[src/rtl/dmairq_pkg.sv]
package dmairq_pkg;
	// ***********************************************************
	// Widths
	// ***********************************************************
	localparam int ADDR_W = 8;
	localparam int DATA_W = 16;
	localparam int CMD_W  = 11;

	// ***********************************************************
	// Device register offsets
	// ***********************************************************
	localparam logic [7:0] DEV_CMD       = 8'h00;
	localparam logic [7:0] DEV_STATUS    = 8'h04;
	localparam logic [7:0] DEV_FIFO      = 8'h08;
	localparam logic [7:0] DEV_DAC0      = 8'h0c;
	localparam logic [7:0] DEV_DAC1      = 8'h10;
	localparam logic [7:0] DEV_TC_CLR    = 8'h14;
	localparam logic [7:0] DEV_DAC_UPDATE_FLAG_CLR = 8'h18;
	localparam logic [7:0] DEV_CONV_CLR  = 8'h1c;

	// ***********************************************************
	// Command register fields
	// ***********************************************************
	localparam int CMD_DMA_EN   = 0;
	localparam int CMD_MODE_IN  = 1;
	localparam int CMD_MODE_OUT = 2;
	localparam int CMD_MODE_DUAL = 3;
	localparam int CMD_WAVEFORM_GENERATION_ENABLE     = 4;
	localparam int CMD_GEN_IE   = 5;
	localparam int CMD_TC_IE    = 6;
	localparam int CMD_CMPL_IE  = 7;
	localparam int CMD_NE_IE    = 8;
	localparam int CMD_HF_IE    = 9;
	localparam int CMD_DAC_UPDATE_FLAG_IE = 10;
	localparam logic [CMD_W-1:0] CMD_RESET = 11'h000;

	// ***********************************************************
	// Status register fields
	// ***********************************************************
	localparam int ST_NE     = 0;
	localparam int ST_HF     = 1;
	localparam int ST_DONE   = 2;
	localparam int ST_DAC_UPDATE_FLAG  = 3;
	localparam int ST_DACERR = 4;
	localparam int ST_TCA    = 5;
	localparam int ST_TCB    = 6;
	localparam int ST_IRQ    = 7;
	localparam int ST_INSEL  = 8;

	// ***********************************************************
	// Timing and counts
	// ***********************************************************
	localparam logic [1:0] OUT_BURST  = 2'h2;
	localparam logic [1:0] GAP_CYCLES = 2'h2;

	// ***********************************************************
	// Host register offsets and fields
	// ***********************************************************
	localparam logic [7:0] H_DEV_ADDR  = 8'h00;
	localparam logic [7:0] H_DEV_WDATA = 8'h04;
	localparam logic [7:0] H_DEV_CMD   = 8'h08;
	localparam logic [7:0] H_DEV_RDATA = 8'h0c;
	localparam logic [7:0] H_CNT_A     = 8'h10;
	localparam logic [7:0] H_CNT_B     = 8'h14;
	localparam logic [7:0] H_CHAN_CTL  = 8'h18;
	localparam logic [7:0] H_STATUS    = 8'h1c;
	localparam logic [7:0] H_MEM_ADDR  = 8'h20;
	localparam logic [7:0] H_MEM_DATA  = 8'h24;
	localparam int HC_EN_A = 0;
	localparam int HC_WR_A = 1;
	localparam int HC_EN_B = 2;
	localparam int HC_WR_B = 3;
	localparam int HS_IRQ  = 0;
	localparam int HS_TCA  = 1;
	localparam int HS_TCB  = 2;
	localparam int HS_BUSY = 3;
endpackage

[src/rtl/dmairq_if.sv]
interface dmairq_if;
	logic [dmairq_pkg::ADDR_W-1:0] bus_addr;
	logic [dmairq_pkg::DATA_W-1:0] bus_wdata;
	logic                          bus_wr;
	logic                          bus_rd;
	logic [dmairq_pkg::DATA_W-1:0] bus_rdata;
	logic                          dack_a;
	logic                          dack_b;
	logic                          dma_tc;
	logic                          dreq_a;
	logic                          dreq_b;
	logic                          dreq_b_oe;
	logic                          irq;
	logic                          irq_oe;
	logic                          dreq_b_line;
	logic                          irq_line;

	// Undriven lines fall low, as with a pull-down
	assign dreq_b_line = dreq_b_oe ? dreq_b : 1'b0;
	assign irq_line    = irq_oe ? irq : 1'b0;

	modport device (
		input  bus_addr, bus_wdata, bus_wr, bus_rd, dack_a, dack_b, dma_tc,
		output bus_rdata, dreq_a, dreq_b, dreq_b_oe, irq, irq_oe
	);
	modport host (
		output bus_addr, bus_wdata, bus_wr, bus_rd, dack_a, dack_b, dma_tc,
		input  bus_rdata, dreq_a, dreq_b_line, irq_line
	);
endinterface

[src/rtl/dmairq_device.sv]
// Summary of operation
// - Enabled DMA requests from FIFO and trigger
// - Single uses channel A, dual both
// - Single mode floats channel B request
// - Software enables DMA then picks mode
// - Software clears flags before DMA setup
// - Terminal-count clear clears both channels
// - Host reads FIFO per input request
// - Transfer type follows requesting channel
// - Interleaved writes alternate DAC0, DAC1
// - Dual input alternates channel per count
// - Dual output: A to DAC0, B to DAC1
// - Five interrupt sources provided
// - Each source has own enable
// - FIFO read or clear drops conversion flags
// - Acquisition flag holds until conversion clear
// - Update clear drops update flag
// - Trigger sets flag even without waveform
// - Terminal counts kept per channel
// - Count and completion skip general enable
// - Interrupt output can float
// - Update flag says next values welcome
// - Error flag on unserviced update in waveform mode
//
// Added by the designer: the register addresses and strobed register access.
module dmairq_device (
	input  wire logic                          core_clk,
	input  wire logic                          rst,
	dmairq_if.device                           link,
	input  wire logic                          fifo_not_empty_flag,
	input  wire logic                          fifo_half_full_flag,
	input  wire logic [dmairq_pkg::DATA_W-1:0] fifo_data,
	output logic                               fifo_pop,
	input  wire logic                          acq_done,
	input  wire logic                          dac_update_trigger_n,
	output logic [dmairq_pkg::DATA_W-1:0]      dac0_value,
	output logic [dmairq_pkg::DATA_W-1:0]      dac1_value,
	output logic                               dac0_load,
	output logic                               dac1_load
);
	// ***********************************************************
	// State
	// ***********************************************************
	logic [dmairq_pkg::CMD_W-1:0]  cmd_q;
	logic                          trig_s1_q, trig_s2_q, trig_s3_q;
	logic                          conv_ne_q, conv_hf_q, done_q;
	logic                          dac_update_flag_q, dacerr_q, tca_q, tcb_q;
	logic                          in_sel_q, il_q, out_a_q, out_b_q;
	logic [1:0]                    out_cnt_q;
	logic [dmairq_pkg::DATA_W-1:0] stage0_q, stage1_q;
	logic [dmairq_pkg::DATA_W-1:0] rdata_q;
	logic                          dreq_a_q, dreq_b_q, dreq_b_oe_q, irq_q, irq_oe_q;
	logic                          pop_q, load0_q, load1_q;
	logic [dmairq_pkg::DATA_W-1:0] dac0_q, dac1_q;

	// ***********************************************************
	// Decode
	// ***********************************************************
	wire dma_en   = cmd_q[dmairq_pkg::CMD_DMA_EN];
	wire m_in     = cmd_q[dmairq_pkg::CMD_MODE_IN];
	wire m_out    = cmd_q[dmairq_pkg::CMD_MODE_OUT];
	wire m_dual   = cmd_q[dmairq_pkg::CMD_MODE_DUAL];
	wire waveform_generation_enable     = cmd_q[dmairq_pkg::CMD_WAVEFORM_GENERATION_ENABLE];
	wire dack     = link.dack_a | link.dack_b;
	wire reg_wr   = link.bus_wr & ~dack;
	wire reg_rd   = link.bus_rd & ~dack;
	wire wr_cmd   = reg_wr & (link.bus_addr == dmairq_pkg::DEV_CMD);
	wire wr_dac0  = reg_wr & (link.bus_addr == dmairq_pkg::DEV_DAC0);
	wire wr_dac1  = reg_wr & (link.bus_addr == dmairq_pkg::DEV_DAC1);
	wire clr_tc   = reg_wr & (link.bus_addr == dmairq_pkg::DEV_TC_CLR);
	wire clr_up   = reg_wr & (link.bus_addr == dmairq_pkg::DEV_DAC_UPDATE_FLAG_CLR);
	wire clr_conv = reg_wr & (link.bus_addr == dmairq_pkg::DEV_CONV_CLR);
	wire rd_fifo  = (reg_rd & (link.bus_addr == dmairq_pkg::DEV_FIFO)) |
		(dack & link.bus_rd);
	wire trig_fall = trig_s3_q & ~trig_s2_q;
	// Both directions on dual: A carries input, B interleaved output
	wire split_out = m_dual & m_out & ~m_in;
	wire dma_wr    = dack & link.bus_wr;
	wire il_wr     = dma_wr & ~split_out;
	wire to_dac0   = split_out ? link.dack_a : ~il_q;
	wire dac0_wr   = wr_dac0 | (dma_wr & to_dac0);
	wire dac1_wr   = wr_dac1 | (dma_wr & ~to_dac0);
	wire [dmairq_pkg::DATA_W-1:0] wval = link.bus_wdata;

	// ***********************************************************
	// Requests
	// ***********************************************************
	wire in_req  = dma_en & m_in & (fifo_not_empty_flag | fifo_half_full_flag);
	wire out_req = dma_en & m_out & (out_cnt_q != 2'h0);
	wire req_a_d = !m_dual ? (in_req | out_req) :
		m_in ? (in_req & ~in_sel_q) :
		(dma_en & out_a_q);
	wire req_b_d = !m_dual ? 1'b0 :
		(m_in & m_out) ? out_req :
		m_in ? (in_req & in_sel_q) :
		(dma_en & out_b_q);

	// ***********************************************************
	// Interrupt and status
	// ***********************************************************
	wire gen_src = (cmd_q[dmairq_pkg::CMD_NE_IE] & conv_ne_q) |
		(cmd_q[dmairq_pkg::CMD_HF_IE] & conv_hf_q) |
		(cmd_q[dmairq_pkg::CMD_DAC_UPDATE_FLAG_IE] & (dac_update_flag_q | dacerr_q));
	wire irq_d = (cmd_q[dmairq_pkg::CMD_GEN_IE] & gen_src) |
		(cmd_q[dmairq_pkg::CMD_TC_IE] & (tca_q | tcb_q)) |
		(cmd_q[dmairq_pkg::CMD_CMPL_IE] & done_q);
	// Drive the shared line only while the general, count or completion enable is set
	wire irq_oe_d = cmd_q[dmairq_pkg::CMD_GEN_IE] | cmd_q[dmairq_pkg::CMD_TC_IE] |
		cmd_q[dmairq_pkg::CMD_CMPL_IE];
	wire [dmairq_pkg::DATA_W-1:0] status = {7'h00, in_sel_q, irq_q, tcb_q, tca_q,
		dacerr_q, dac_update_flag_q, done_q, conv_hf_q, conv_ne_q};
	wire [dmairq_pkg::DATA_W-1:0] rd_mux =
		(dack | (link.bus_addr == dmairq_pkg::DEV_FIFO)) ? fifo_data :
		(link.bus_addr == dmairq_pkg::DEV_CMD) ? {5'h00, cmd_q} :
		(link.bus_addr == dmairq_pkg::DEV_STATUS) ? status : 16'h0000;

	// ***********************************************************
	// Trigger synchroniser
	// ***********************************************************
	always_ff @(posedge core_clk or posedge rst) begin
		if (rst) begin
			trig_s1_q <= 1'b1;
			trig_s2_q <= 1'b1;
			trig_s3_q <= 1'b1;
		end else begin
			trig_s1_q <= dac_update_trigger_n;
			trig_s2_q <= trig_s1_q;
			trig_s3_q <= trig_s2_q;
		end
	end

	// ***********************************************************
	// Flags; a set in the clearing cycle wins
	// ***********************************************************
	always_ff @(posedge core_clk or posedge rst) begin
		if (rst) begin
			cmd_q     <= dmairq_pkg::CMD_RESET;
			conv_ne_q <= 1'b0;
			conv_hf_q <= 1'b0;
			done_q    <= 1'b0;
			dac_update_flag_q   <= 1'b0;
			dacerr_q  <= 1'b0;
			tca_q     <= 1'b0;
			tcb_q     <= 1'b0;
		end else begin
			if (wr_cmd) begin
				cmd_q <= link.bus_wdata[dmairq_pkg::CMD_W-1:0];
			end
			conv_ne_q <= fifo_not_empty_flag | (conv_ne_q & ~(rd_fifo | clr_conv));
			conv_hf_q <= fifo_half_full_flag | (conv_hf_q & ~(rd_fifo | clr_conv));
			done_q    <= acq_done | (done_q & ~clr_conv);
			dac_update_flag_q   <= trig_fall | (dac_update_flag_q & ~clr_up);
			// Edge in waveform mode while previous update still unserviced
			dacerr_q  <= (trig_fall & waveform_generation_enable & dac_update_flag_q) | (dacerr_q & ~clr_up);
			tca_q <= (link.dma_tc & link.dack_a) | (tca_q & ~clr_tc);
			tcb_q <= (link.dma_tc & link.dack_b) | (tcb_q & ~clr_tc);
		end
	end

	// ***********************************************************
	// Channel sequencing
	// ***********************************************************
	always_ff @(posedge core_clk or posedge rst) begin
		if (rst) begin
			in_sel_q  <= 1'b0;
			il_q      <= 1'b0;
			out_a_q   <= 1'b0;
			out_b_q   <= 1'b0;
			out_cnt_q <= 2'h0;
		end else begin
			if (!(dma_en & m_dual & m_in & ~m_out)) begin
				in_sel_q <= 1'b0;
			end else if (link.dma_tc & dack) begin
				in_sel_q <= link.dack_a;
			end
			if (!(dma_en & m_out)) begin
				il_q <= 1'b0;
			end else if (il_wr) begin
				il_q <= ~il_q;
			end
			out_a_q <= (trig_fall & dma_en & split_out) |
				(out_a_q & ~(dma_wr & link.dack_a));
			out_b_q <= (trig_fall & dma_en & split_out) |
				(out_b_q & ~(dma_wr & link.dack_b));
			if (trig_fall & dma_en & m_out & ~split_out) begin
				out_cnt_q <= m_dual ? 2'h1 : dmairq_pkg::OUT_BURST;
			end else if (il_wr & (out_cnt_q != 2'h0)) begin
				out_cnt_q <= out_cnt_q - 2'h1;
			end
		end
	end

	// ***********************************************************
	// DAC staging and load
	// ***********************************************************
	always_ff @(posedge core_clk or posedge rst) begin
		if (rst) begin
			stage0_q <= 16'h0000;
			stage1_q <= 16'h0000;
			dac0_q   <= 16'h0000;
			dac1_q   <= 16'h0000;
			load0_q  <= 1'b0;
			load1_q  <= 1'b0;
		end else begin
			if (dac0_wr) begin
				stage0_q <= wval;
			end
			if (dac1_wr) begin
				stage1_q <= wval;
			end
			// Waveform mode loads on the edge; otherwise writes go straight out
			load0_q <= waveform_generation_enable ? trig_fall : dac0_wr;
			load1_q <= waveform_generation_enable ? trig_fall : dac1_wr;
			if (waveform_generation_enable & trig_fall) begin
				dac0_q <= stage0_q;
				dac1_q <= stage1_q;
			end else if (!waveform_generation_enable) begin
				dac0_q <= dac0_wr ? wval : dac0_q;
				dac1_q <= dac1_wr ? wval : dac1_q;
			end
		end
	end

	// ***********************************************************
	// Output registers
	// ***********************************************************
	always_ff @(posedge core_clk or posedge rst) begin
		if (rst) begin
			rdata_q     <= 16'h0000;
			pop_q       <= 1'b0;
			dreq_a_q    <= 1'b0;
			dreq_b_q    <= 1'b0;
			dreq_b_oe_q <= 1'b0;
			irq_q       <= 1'b0;
			irq_oe_q    <= 1'b0;
		end else begin
			rdata_q     <= link.bus_rd ? rd_mux : 16'h0000;
			pop_q       <= rd_fifo;
			dreq_a_q    <= req_a_d;
			dreq_b_q    <= req_b_d;
			dreq_b_oe_q <= m_dual;
			irq_q       <= irq_d;
			irq_oe_q    <= irq_oe_d;
		end
	end

	assign link.bus_rdata = rdata_q;
	assign link.dreq_a    = dreq_a_q;
	assign link.dreq_b    = dreq_b_q;
	assign link.dreq_b_oe = dreq_b_oe_q;
	assign link.irq       = irq_q;
	assign link.irq_oe    = irq_oe_q;
	assign fifo_pop       = pop_q;
	assign dac0_value     = dac0_q;
	assign dac1_value     = dac1_q;
	assign dac0_load      = load0_q;
	assign dac1_load      = load1_q;
endmodule // dmairq_device

[src/flat_wrapper.sv]
// flat-port wrapper written by rule: the top's interface ports become plain ports
module dmairq_device_flat 
  (core_clk, rst, fifo_not_empty_flag, fifo_half_full_flag, fifo_data, fifo_pop, acq_done, dac_update_trigger_n, dac0_value, dac1_value, dac0_load, dac1_load, link_bus_addr, link_bus_wdata, link_bus_wr, link_bus_rd, link_dack_a, link_dack_b, link_dma_tc, link_bus_rdata, link_dreq_a, link_dreq_b, link_dreq_b_oe, link_irq, link_irq_oe);
  dmairq_if link_i ();
  input  wire logic core_clk;
  input  wire logic rst;
  input  wire logic fifo_not_empty_flag;
  input  wire logic fifo_half_full_flag;
  input  wire logic [dmairq_pkg::DATA_W-1:0] fifo_data;
  output logic fifo_pop;
  input  wire logic acq_done;
  input  wire logic dac_update_trigger_n;
  output logic [dmairq_pkg::DATA_W-1:0] dac0_value;
  output logic [dmairq_pkg::DATA_W-1:0] dac1_value;
  output logic dac0_load;
  output logic dac1_load;
  input wire logic [$bits(link_i.bus_addr)-1:0] link_bus_addr;
  input wire logic [$bits(link_i.bus_wdata)-1:0] link_bus_wdata;
  input wire logic [$bits(link_i.bus_wr)-1:0] link_bus_wr;
  input wire logic [$bits(link_i.bus_rd)-1:0] link_bus_rd;
  input wire logic [$bits(link_i.dack_a)-1:0] link_dack_a;
  input wire logic [$bits(link_i.dack_b)-1:0] link_dack_b;
  input wire logic [$bits(link_i.dma_tc)-1:0] link_dma_tc;
  output wire logic [$bits(link_i.bus_rdata)-1:0] link_bus_rdata;
  output wire logic [$bits(link_i.dreq_a)-1:0] link_dreq_a;
  output wire logic [$bits(link_i.dreq_b)-1:0] link_dreq_b;
  output wire logic [$bits(link_i.dreq_b_oe)-1:0] link_dreq_b_oe;
  output wire logic [$bits(link_i.irq)-1:0] link_irq;
  output wire logic [$bits(link_i.irq_oe)-1:0] link_irq_oe;
  assign link_i.bus_addr = link_bus_addr;
  assign link_i.bus_wdata = link_bus_wdata;
  assign link_i.bus_wr = link_bus_wr;
  assign link_i.bus_rd = link_bus_rd;
  assign link_i.dack_a = link_dack_a;
  assign link_i.dack_b = link_dack_b;
  assign link_i.dma_tc = link_dma_tc;
  assign link_bus_rdata = link_i.bus_rdata;
  assign link_dreq_a = link_i.dreq_a;
  assign link_dreq_b = link_i.dreq_b;
  assign link_dreq_b_oe = link_i.dreq_b_oe;
  assign link_irq = link_i.irq;
  assign link_irq_oe = link_i.irq_oe;
  dmairq_device u_core (.core_clk(core_clk), .rst(rst), .link(link_i), .fifo_not_empty_flag(fifo_not_empty_flag), .fifo_half_full_flag(fifo_half_full_flag), .fifo_data(fifo_data), .fifo_pop(fifo_pop), .acq_done(acq_done), .dac_update_trigger_n(dac_update_trigger_n), .dac0_value(dac0_value), .dac1_value(dac1_value), .dac0_load(dac0_load), .dac1_load(dac1_load));
endmodule
[config.mk]
export PLATFORM = sky130hd
export DESIGN_NAME = dmairq_device_flat
export DESIGN_NICKNAME = d
export VERILOG_FILES = /design/src/rtl/dmairq_pkg.sv /design/src/rtl/dmairq_if.sv /design/src/rtl/dmairq_device.sv /design/src/flat_wrapper.sv
export SDC_FILE = /design/constraint.sdc
export NUM_CORES = 1
export LEC_CHECK = 0
export BUFFER_PORTS_ARGS = -buffer_cell sky130_fd_sc_hd__buf_2
export CAP_MARGIN = 0
export CORE_MARGIN = 2
export CORE_UTILIZATION = 55
export DETAILED_ROUTE_END_ITERATION = 8
export PLACE_DENSITY = 0.85
export SLEW_MARGIN = 40
export SYNTH_ARGS = -nofsm -noshare
export SYNTH_HDL_FRONTEND = slang
export SYNTH_SLANG_ARGS = --single-unit
[constraint.sdc]
create_clock -name core_clk -period 6.5 [get_ports core_clk]
set_input_delay 0.975 -clock core_clk [delete_from_list [all_inputs] [get_ports core_clk]]
set_output_delay 0.975 -clock core_clk [all_outputs]
set_load 0.01 [all_outputs]
==> flow_metrics.py, run 1 <==
metrics = {
    "place": {
        "dp_hpwl_mm": 7.72,
        "port_buffers": 106,
        "placed_cells": 563,
        "gp_congestion": 0.903,
    },
    "logic_synthesis": {
        "synth_area_leaders": "dfrtp_1 (58%), mux2_2 (10%), a221o_1 (5.2%)",
        "synth_xor_area_share_pct": 0.362,
        "synth_enable_flop_cells": 0,
        "yosys.area.top_type": "dfrtp_1",
        "yosys.area_share.simple_pct": 11.5,
        "yosys-top-cells-count": "dfrtp_1 (112), mux2_2 (44), and2_1 (33)",
        "syn_avg_cell_area_um2": 13.3,
        "syn_area_um2": 4840,
        "synthMuxAreaShare_pct": 10.6,
        "yosysTopAreaCellShare_pct": 57.9,
        "synth_fa_ha_area_share_pct": 0.258,
        "async_reset_ff_share_pct": 100,
        "syn_nets": 416,
        "yosysMostFrequentCell": "dfrtp_1",
        "synth_top_family_by_area": "compound AO/OA/AOI/OAI gates",
        "ys.flop_type": "dfrtp_1",
        "synth_cells": 364,
        "synth-seq-area-share_pct": 59.5,
        "synth_cell_type_count": 53,
        "synth-compound-area-share_pct": 14.9,
        "ys.warnings.count": 0,
        "synth-seq-cells": 115,
    },
    "grt": {
        "grtUsageTotal_pct": 26.3,
        "antenna_found_initial": 0,
        "grt_pass1_wl_mm": 19.6,
        "grt_overflow": 0,
        "grt_max_degree": 66,
        "grt_pass1_vias": 3777,
    },
    "critical_path": {
        "critPathSlowestCell": "or4b_2",
        "path_buf_inv": 2,
        "rr_startpoint": "u_core.cmd_q[3]$_DFFE_PP0P_",
        "worst_ep_required_time_ns": 6.91,
        "crit_fanout": 12,
        "path_cells": "buf_2, or4b_2, o21ai_0, nand2_1, inv_1, o2bb2ai_1",
        "critPathLaunchType": "input port",
        "slowest_delay_ns": 0.73,
        "critPathKind": "in -> reg",
        "arrival_ns": 3.10,
        "endpoint_kind": "flip-flop",
        "cp_top_family": "simple AND/OR/NAND/NOR gates",
        "startpoint": "link_bus_addr[1]",
    },
    "routing": {
        "drt_iter0_drc": 300,
        "drtPass1Iterations": 5,
        "drc": 0,
        "viasPerCell": 6.16,
        "drt_wl_total_mm": 12.1,
        "wire_per_inst_um": 20.3,
        "ant_nets": 0,
        "route.vias.total": 3666,
    },
    "finish": {
        "stdcell_count": 595,
        "nets": 526,
        "num_antenna_cells": 0,
        "fillerInstances": 580,
        "drive_gt1_share_pct": 42.5,
        "areaGrowthSynthToFinish_pct": 25.8,
    },
    "job": {
        "maxCapViolCount": 0,
    },
    "sta": {
        "worst_pin_slew_ns": 0.695,
        "period_minus_slack_ns": 2.69,
        "max_freq_mhz": 372,
        "finClkSkew_ns": 0.00987,
        "hold_viol": 0,
        "maxSlewViolCount": 0,
        "slew_headroom_pct": 53.7,
        "final-setup-viol-count": 0,
        "fin_tns_setup_ns": 0,
        "final.period_utilization_pct": 41.3,
        "rsz0062_at_grt": "false",
    },
    "pwr": {
        "finalPower_uw": 1950,
        "swShare_pct": 23.3,
        "power.density_nw_per_um2": 319,
        "vdd_drop_max_uv": 178,
        "p_leak_uw": 0.00302,
        "pwr-share-clk_pct": 49.9,
        "p_seq_share_pct": 40.9,
        "internal_power_uw": 1490,
        "power_switching_uw": 452,
        "combPwrFrac_pct": 9.2,
    },
    "cts": {
        "cts-hold-fix-buffers": 0,
        "htreeDepth": 4,
        "cts_buffers": 17,
        "cts_resized": 0,
        "cts_setup_buffers": 0,
        "clock_latency_ns": 0.52,
        "root_buffer": "clkbuf_8",
        "path_clk_slew_ns": 0.06,
        "clockBufferDepth": 2,
        "cts_sinks": 115,
        "cts_tree": "built",
    },
    "die": {
        "die_w_um": 97.9,
        "io_pins": 107,
        "die_area_um2": 9580,
        "start_util_pct": 56.1,
        "row_count": 34,
        "die_h_um": 97.9,
        "coreArea_um2": 8640,
    },
    "outcome": {
        "status": "completed",
    },
    "hold_path": {
        "hp-start": "u_core.trig_s1_q$_DFF_PP1_",
        "hold_path.class": "reg -> reg",
    },
}
power by group through the flow:
| stage | Combinational, µW | Sequential [µW] | Clock, µW |
|---|---|---|---|
| finish | 179 | 795 | 971 |
| global route | 196 | 800 | 1010 |
| floorplan | 95.6 | 810 | 0 |
| CTS | 180 | 794 | 981 |
| detailed placement | 174 | 805 | 0 |
| global placement | 165 | 804 | 0 |
registers in the layout, summed over array words and instances (netlist names), 2 cells and up:
name,cells
u_core.stage1_q,16
u_core.out_cnt_q,2
u_core.stage0_q,16
u_core.link.bus_rdata,16
u_core.dac0_value,16
u_core.cmd_q,11
u_core.dac1_value,16
stage by stage:
step	hold slack (ns)	setup WS, ns	utilization (%)	instance area [µm²]
after floorplan	0.345	2.49	-	4840
after global placement	0.356	3.43	63.1	5450
after detailed placement	0.357	3.36	63.2	5460
after CTS	0.365	3.88	70.4	6080
after global routing	0.369	3.72	70.6	6090
final	0.368	3.81	70.6	6090
final cells by class:
type                       count  area (µm²)  area share, %
sequential                   115        2880           47.3
multi-input combinational    221        1850           30.4
timing repair buffer         110         564           9.26
clock buffer                  20         445           7.31
clock inverter                12         179           2.94
tap                          108         135           2.22
inverter                       9        36.3          0.595
layer usage:
metal / GRT usage [%] / share of wire, % / wire length (µm)
met5: 0 / 0 / 0
met4: 10.6 / 1.9 / 232
met3: 6.73 / 6.5 / 787
met2: 43.1 / 51 / 6120
met1: 33.8 / 41 / 4920
cells in the final DEF (no fill, tap or decap), drive strengths merged, types with 3 or more instances in the layout:
| cell type | n |
|---|---|
| dfrtp | 112 |
| buf | 110 |
| mux2 | 44 |
| and2 | 33 |
| a221o | 32 |
| clkbuf | 20 |
| a22oi | 12 |
| nand2 | 12 |
| inv | 10 |
| o2bb2ai | 9 |
| nor2 | 8 |
| a21oi | 7 |
| nand3 | 5 |
| and3 | 5 |
| a21o | 5 |
| o21ai | 4 |
| bufinv | 4 |
| nor4b | 4 |
| clkinv | 4 |
| nor2b | 3 |
| nand3b | 3 |
| a22o | 3 |
| clkinvlp | 3 |
| dfstp | 3 |
cell families (layout without fill, tap and decap cells):
logic type	count (synthesis)	after routing
AO/OA/AOI/OAI	82	82
adder cells (fa/ha/maj)	1	1
AND/OR/NAND/NOR	90	90
multiplexers	46	46
flip-flops	115	115
buffers and inverters	28	151
XOR/XNOR	2	2
path summary, 6_finish.rpt:
check / endpoint / slack, ns / cells past startpoint
min in group asynchronous: u_core.link.bus_rdata[13]$_DFF_PP0_ / 0.55 / 2
setup / recovery: u_core.link.bus_rdata[0]$_DFF_PP0_ / 3.81 / 6
hold / removal: u_core.trig_s2_q$_DFF_PP1_ / 0.37 / 0
setup reg to reg: u_core.dac0_value[13]$_DFFE_PP0P_ / 4.09 / 4
hold reg to reg: u_core.trig_s2_q$_DFF_PP1_ / 0.37 / 0
max in group asynchronous: u_core.trig_s3_q$_DFF_PP1_ / 4.97 / 3
Note: power is estimated with default switching activity, not from simulation.
==> run 2, diff against run 1 <==
Settings changed: CORE_UTILIZATION 55 to 54, PLACE_DENSITY 0.85 to 0.83.
Clock period 6.5 ns to 2.6 ns, I/O delays scaled along.
==> flow_metrics.py, run 2 (same netlist as run 1, synthesis figures left out) <==
metrics = {
    "routing": {
        "viasPerCell": 6.11,
        "route.vias.total": 3701,
        "drc": 0,
        "drtPass1Iterations": 6,
        "drt_wl_total_mm": 12.0,
        "ant_nets": 0,
        "drt_iter0_drc": 279,
        "wire_per_inst_um": 19.8,
    },
    "cts": {
        "cts_buffers": 17,
        "cts_sinks": 115,
        "clock_latency_ns": 0.52,
        "path_clk_slew_ns": 0.06,
        "clockBufferDepth": 2,
        "cts_resized": 0,
        "htreeDepth": 4,
        "cts_tree": "built",
        "root_buffer": "clkbuf_8",
    },
    "sta": {
        "maxSlewViolCount": 0,
        "slew_headroom_pct": 53.8,
        "max_freq_mhz": 427,
        "worst_pin_slew_ns": 0.688,
        "hold_viol": 0,
        "fin_tns_setup_ns": 0,
        "fin_hold_ws_ns": 0.0808,
        "final.period_utilization_pct": 90.0,
        "worst_slack_ns": 0.259,
        "period_minus_slack_ns": 2.34,
        "finClkSkew_ns": 0.00890,
        "rsz0062_at_grt": "false",
        "final-setup-viol-count": 0,
    },
    "place": {
        "place_area_um2": 5560,
        "placed_cells": 573,
        "port_buffers": 106,
        "gp_congestion": 0.888,
        "pre_cts_slack_ns": 0.125,
        "dp_hpwl_mm": 7.95,
    },
    "finish": {
        "num_antenna_cells": 0,
        "fin_area_um2": 6200,
        "drive_gt1_share_pct": 43.6,
        "nets": 538,
        "areaGrowthSynthToFinish_pct": 28.0,
        "stdcell_count": 606,
        "mostFrequentLayoutCell": "dfrtp_1",
        "mostFrequentLayoutCells": "dfrtp_1 (112), buf_2 (106), mux2_2 (44)",
    },
    "die": {
        "die_w_um": 98.7,
        "coreArea_um2": 8720,
        "die_area_um2": 9750,
        "row_count": 34,
        "die_h_um": 98.7,
        "start_util_pct": 55.6,
        "io_pins": 107,
    },
    "critical_path": {
        "endpoint_kind": "flip-flop",
        "crit_fanout": 17,
        "worst_ep_required_time_ns": 2.99,
        "critPathLaunchType": "flip-flop",
        "arrival_ns": 2.73,
        "critPathKind": "reg -> reg",
    },
    "pwr": {
        "p_leak_uw": 0.00308,
        "vdd_drop_max_uv": 596,
        "power.density_nw_per_um2": 788,
    },
    "outcome": {
        "status": "completed",
    },
    "grt": {
        "grtUsageTotal_pct": 26.3,
        "grt_max_degree": 48,
        "grt_pass1_wl_mm": 19.7,
        "grt_overflow": 0,
        "grt_pass1_vias": 3759,
        "antenna_found_initial": 0,
    },
    "job": {
        "maxCapViolCount": 0,
    },
    "hold_path": {
        "hold_path.class": "in -> reg",
    },
}
-- run 2: changes by cell type in the layout (fill, tap and decap cells not counted), sizes merged --
cell,delta
dlygate4sd3,+2
clkinv,+1
inv,-1
buf,+10
clkbuf,-1
-- run 2: what timing repair did --
| item | 4_1_cts | 5_1_grt |
|---|---|---|
| buffers inserted | 0 | 0 |
| endpoints found under the hold margin | 27 | 0 |
| hold buffers | 2 | 0 |
-- run 2: cell type report --
| class | instances | area (µm²) |
|---|---|---|
| sequential | 115 | 2880 |
| fill | 544 | 2520 |
| multi-input combinational | 221 | 1850 |
| timing repair buffer | 122 | 681 |
| clock buffer | 19 | 442 |
| clock inverter | 12 | 180 |
| tap | 108 | 135 |
| inverter | 9 | 37.5 |
-- run 2: per-stage QoR --
step	total power, µW	utilization [%]
global route	5050	71.1
global placement	2440	63.6
detailed placement	2460	63.7
finish	4890	71.1
CTS	4910	71.1
floorplan	2270	-
-- run 2: path summary, 6_finish.rpt --
check / start / to / slack [ns] / depth (start not counted)
max: u_core.cmd_q[2]$_DFFE_PP0P_ / u_core.dac0_value[10]$_DFFE_PP0P_ / 0.26 / 4
min: fifo_data[4] / u_core.link.bus_rdata[4]$_DFF_PP0_ / 0.08 / 2
max reg2reg: u_core.cmd_q[2]$_DFFE_PP0P_ / u_core.dac0_value[10]$_DFFE_PP0P_ / 0.26 / 4
min reg2reg: u_core.trig_s1_q$_DFF_PP1_ / u_core.trig_s2_q$_DFF_PP1_ / 0.37 / 0
max in group asynchronous: rst / u_core.dac1_value[4]$_DFFE_PP0P_ / 1.28 / 5
min in group asynchronous: rst / u_core.link.bus_rdata[14]$_DFF_PP0_ / 0.48 / 3
-- run 2: routing by layer --
metal  global-route usage [%]  vias to the layer above  routed length, µm
met5                        0                        -                  0
met4                     10.7                        0                304
met3                     7.16                       33                770
met2                     43.0                      172               6050
met1                     33.5                     1873               4880
li1                         -                     1623                  -
-- run 2: power breakdown --
part           leakage [µW]  switching [µW]  internal, µW
sequential          0.00147            72.7          1920
clock              0.000300             836          1600
combinational       0.00131             238           217
total               0.00308            1150          3740
-- run 2: worst max-delay path, cell delays in order (launching register included) --
cell and delay (ns):
dfrtp_1 0.51, nand3b_1 0.25, a2111o_1 0.55, o211a_1 0.46
a221o_2 0.44
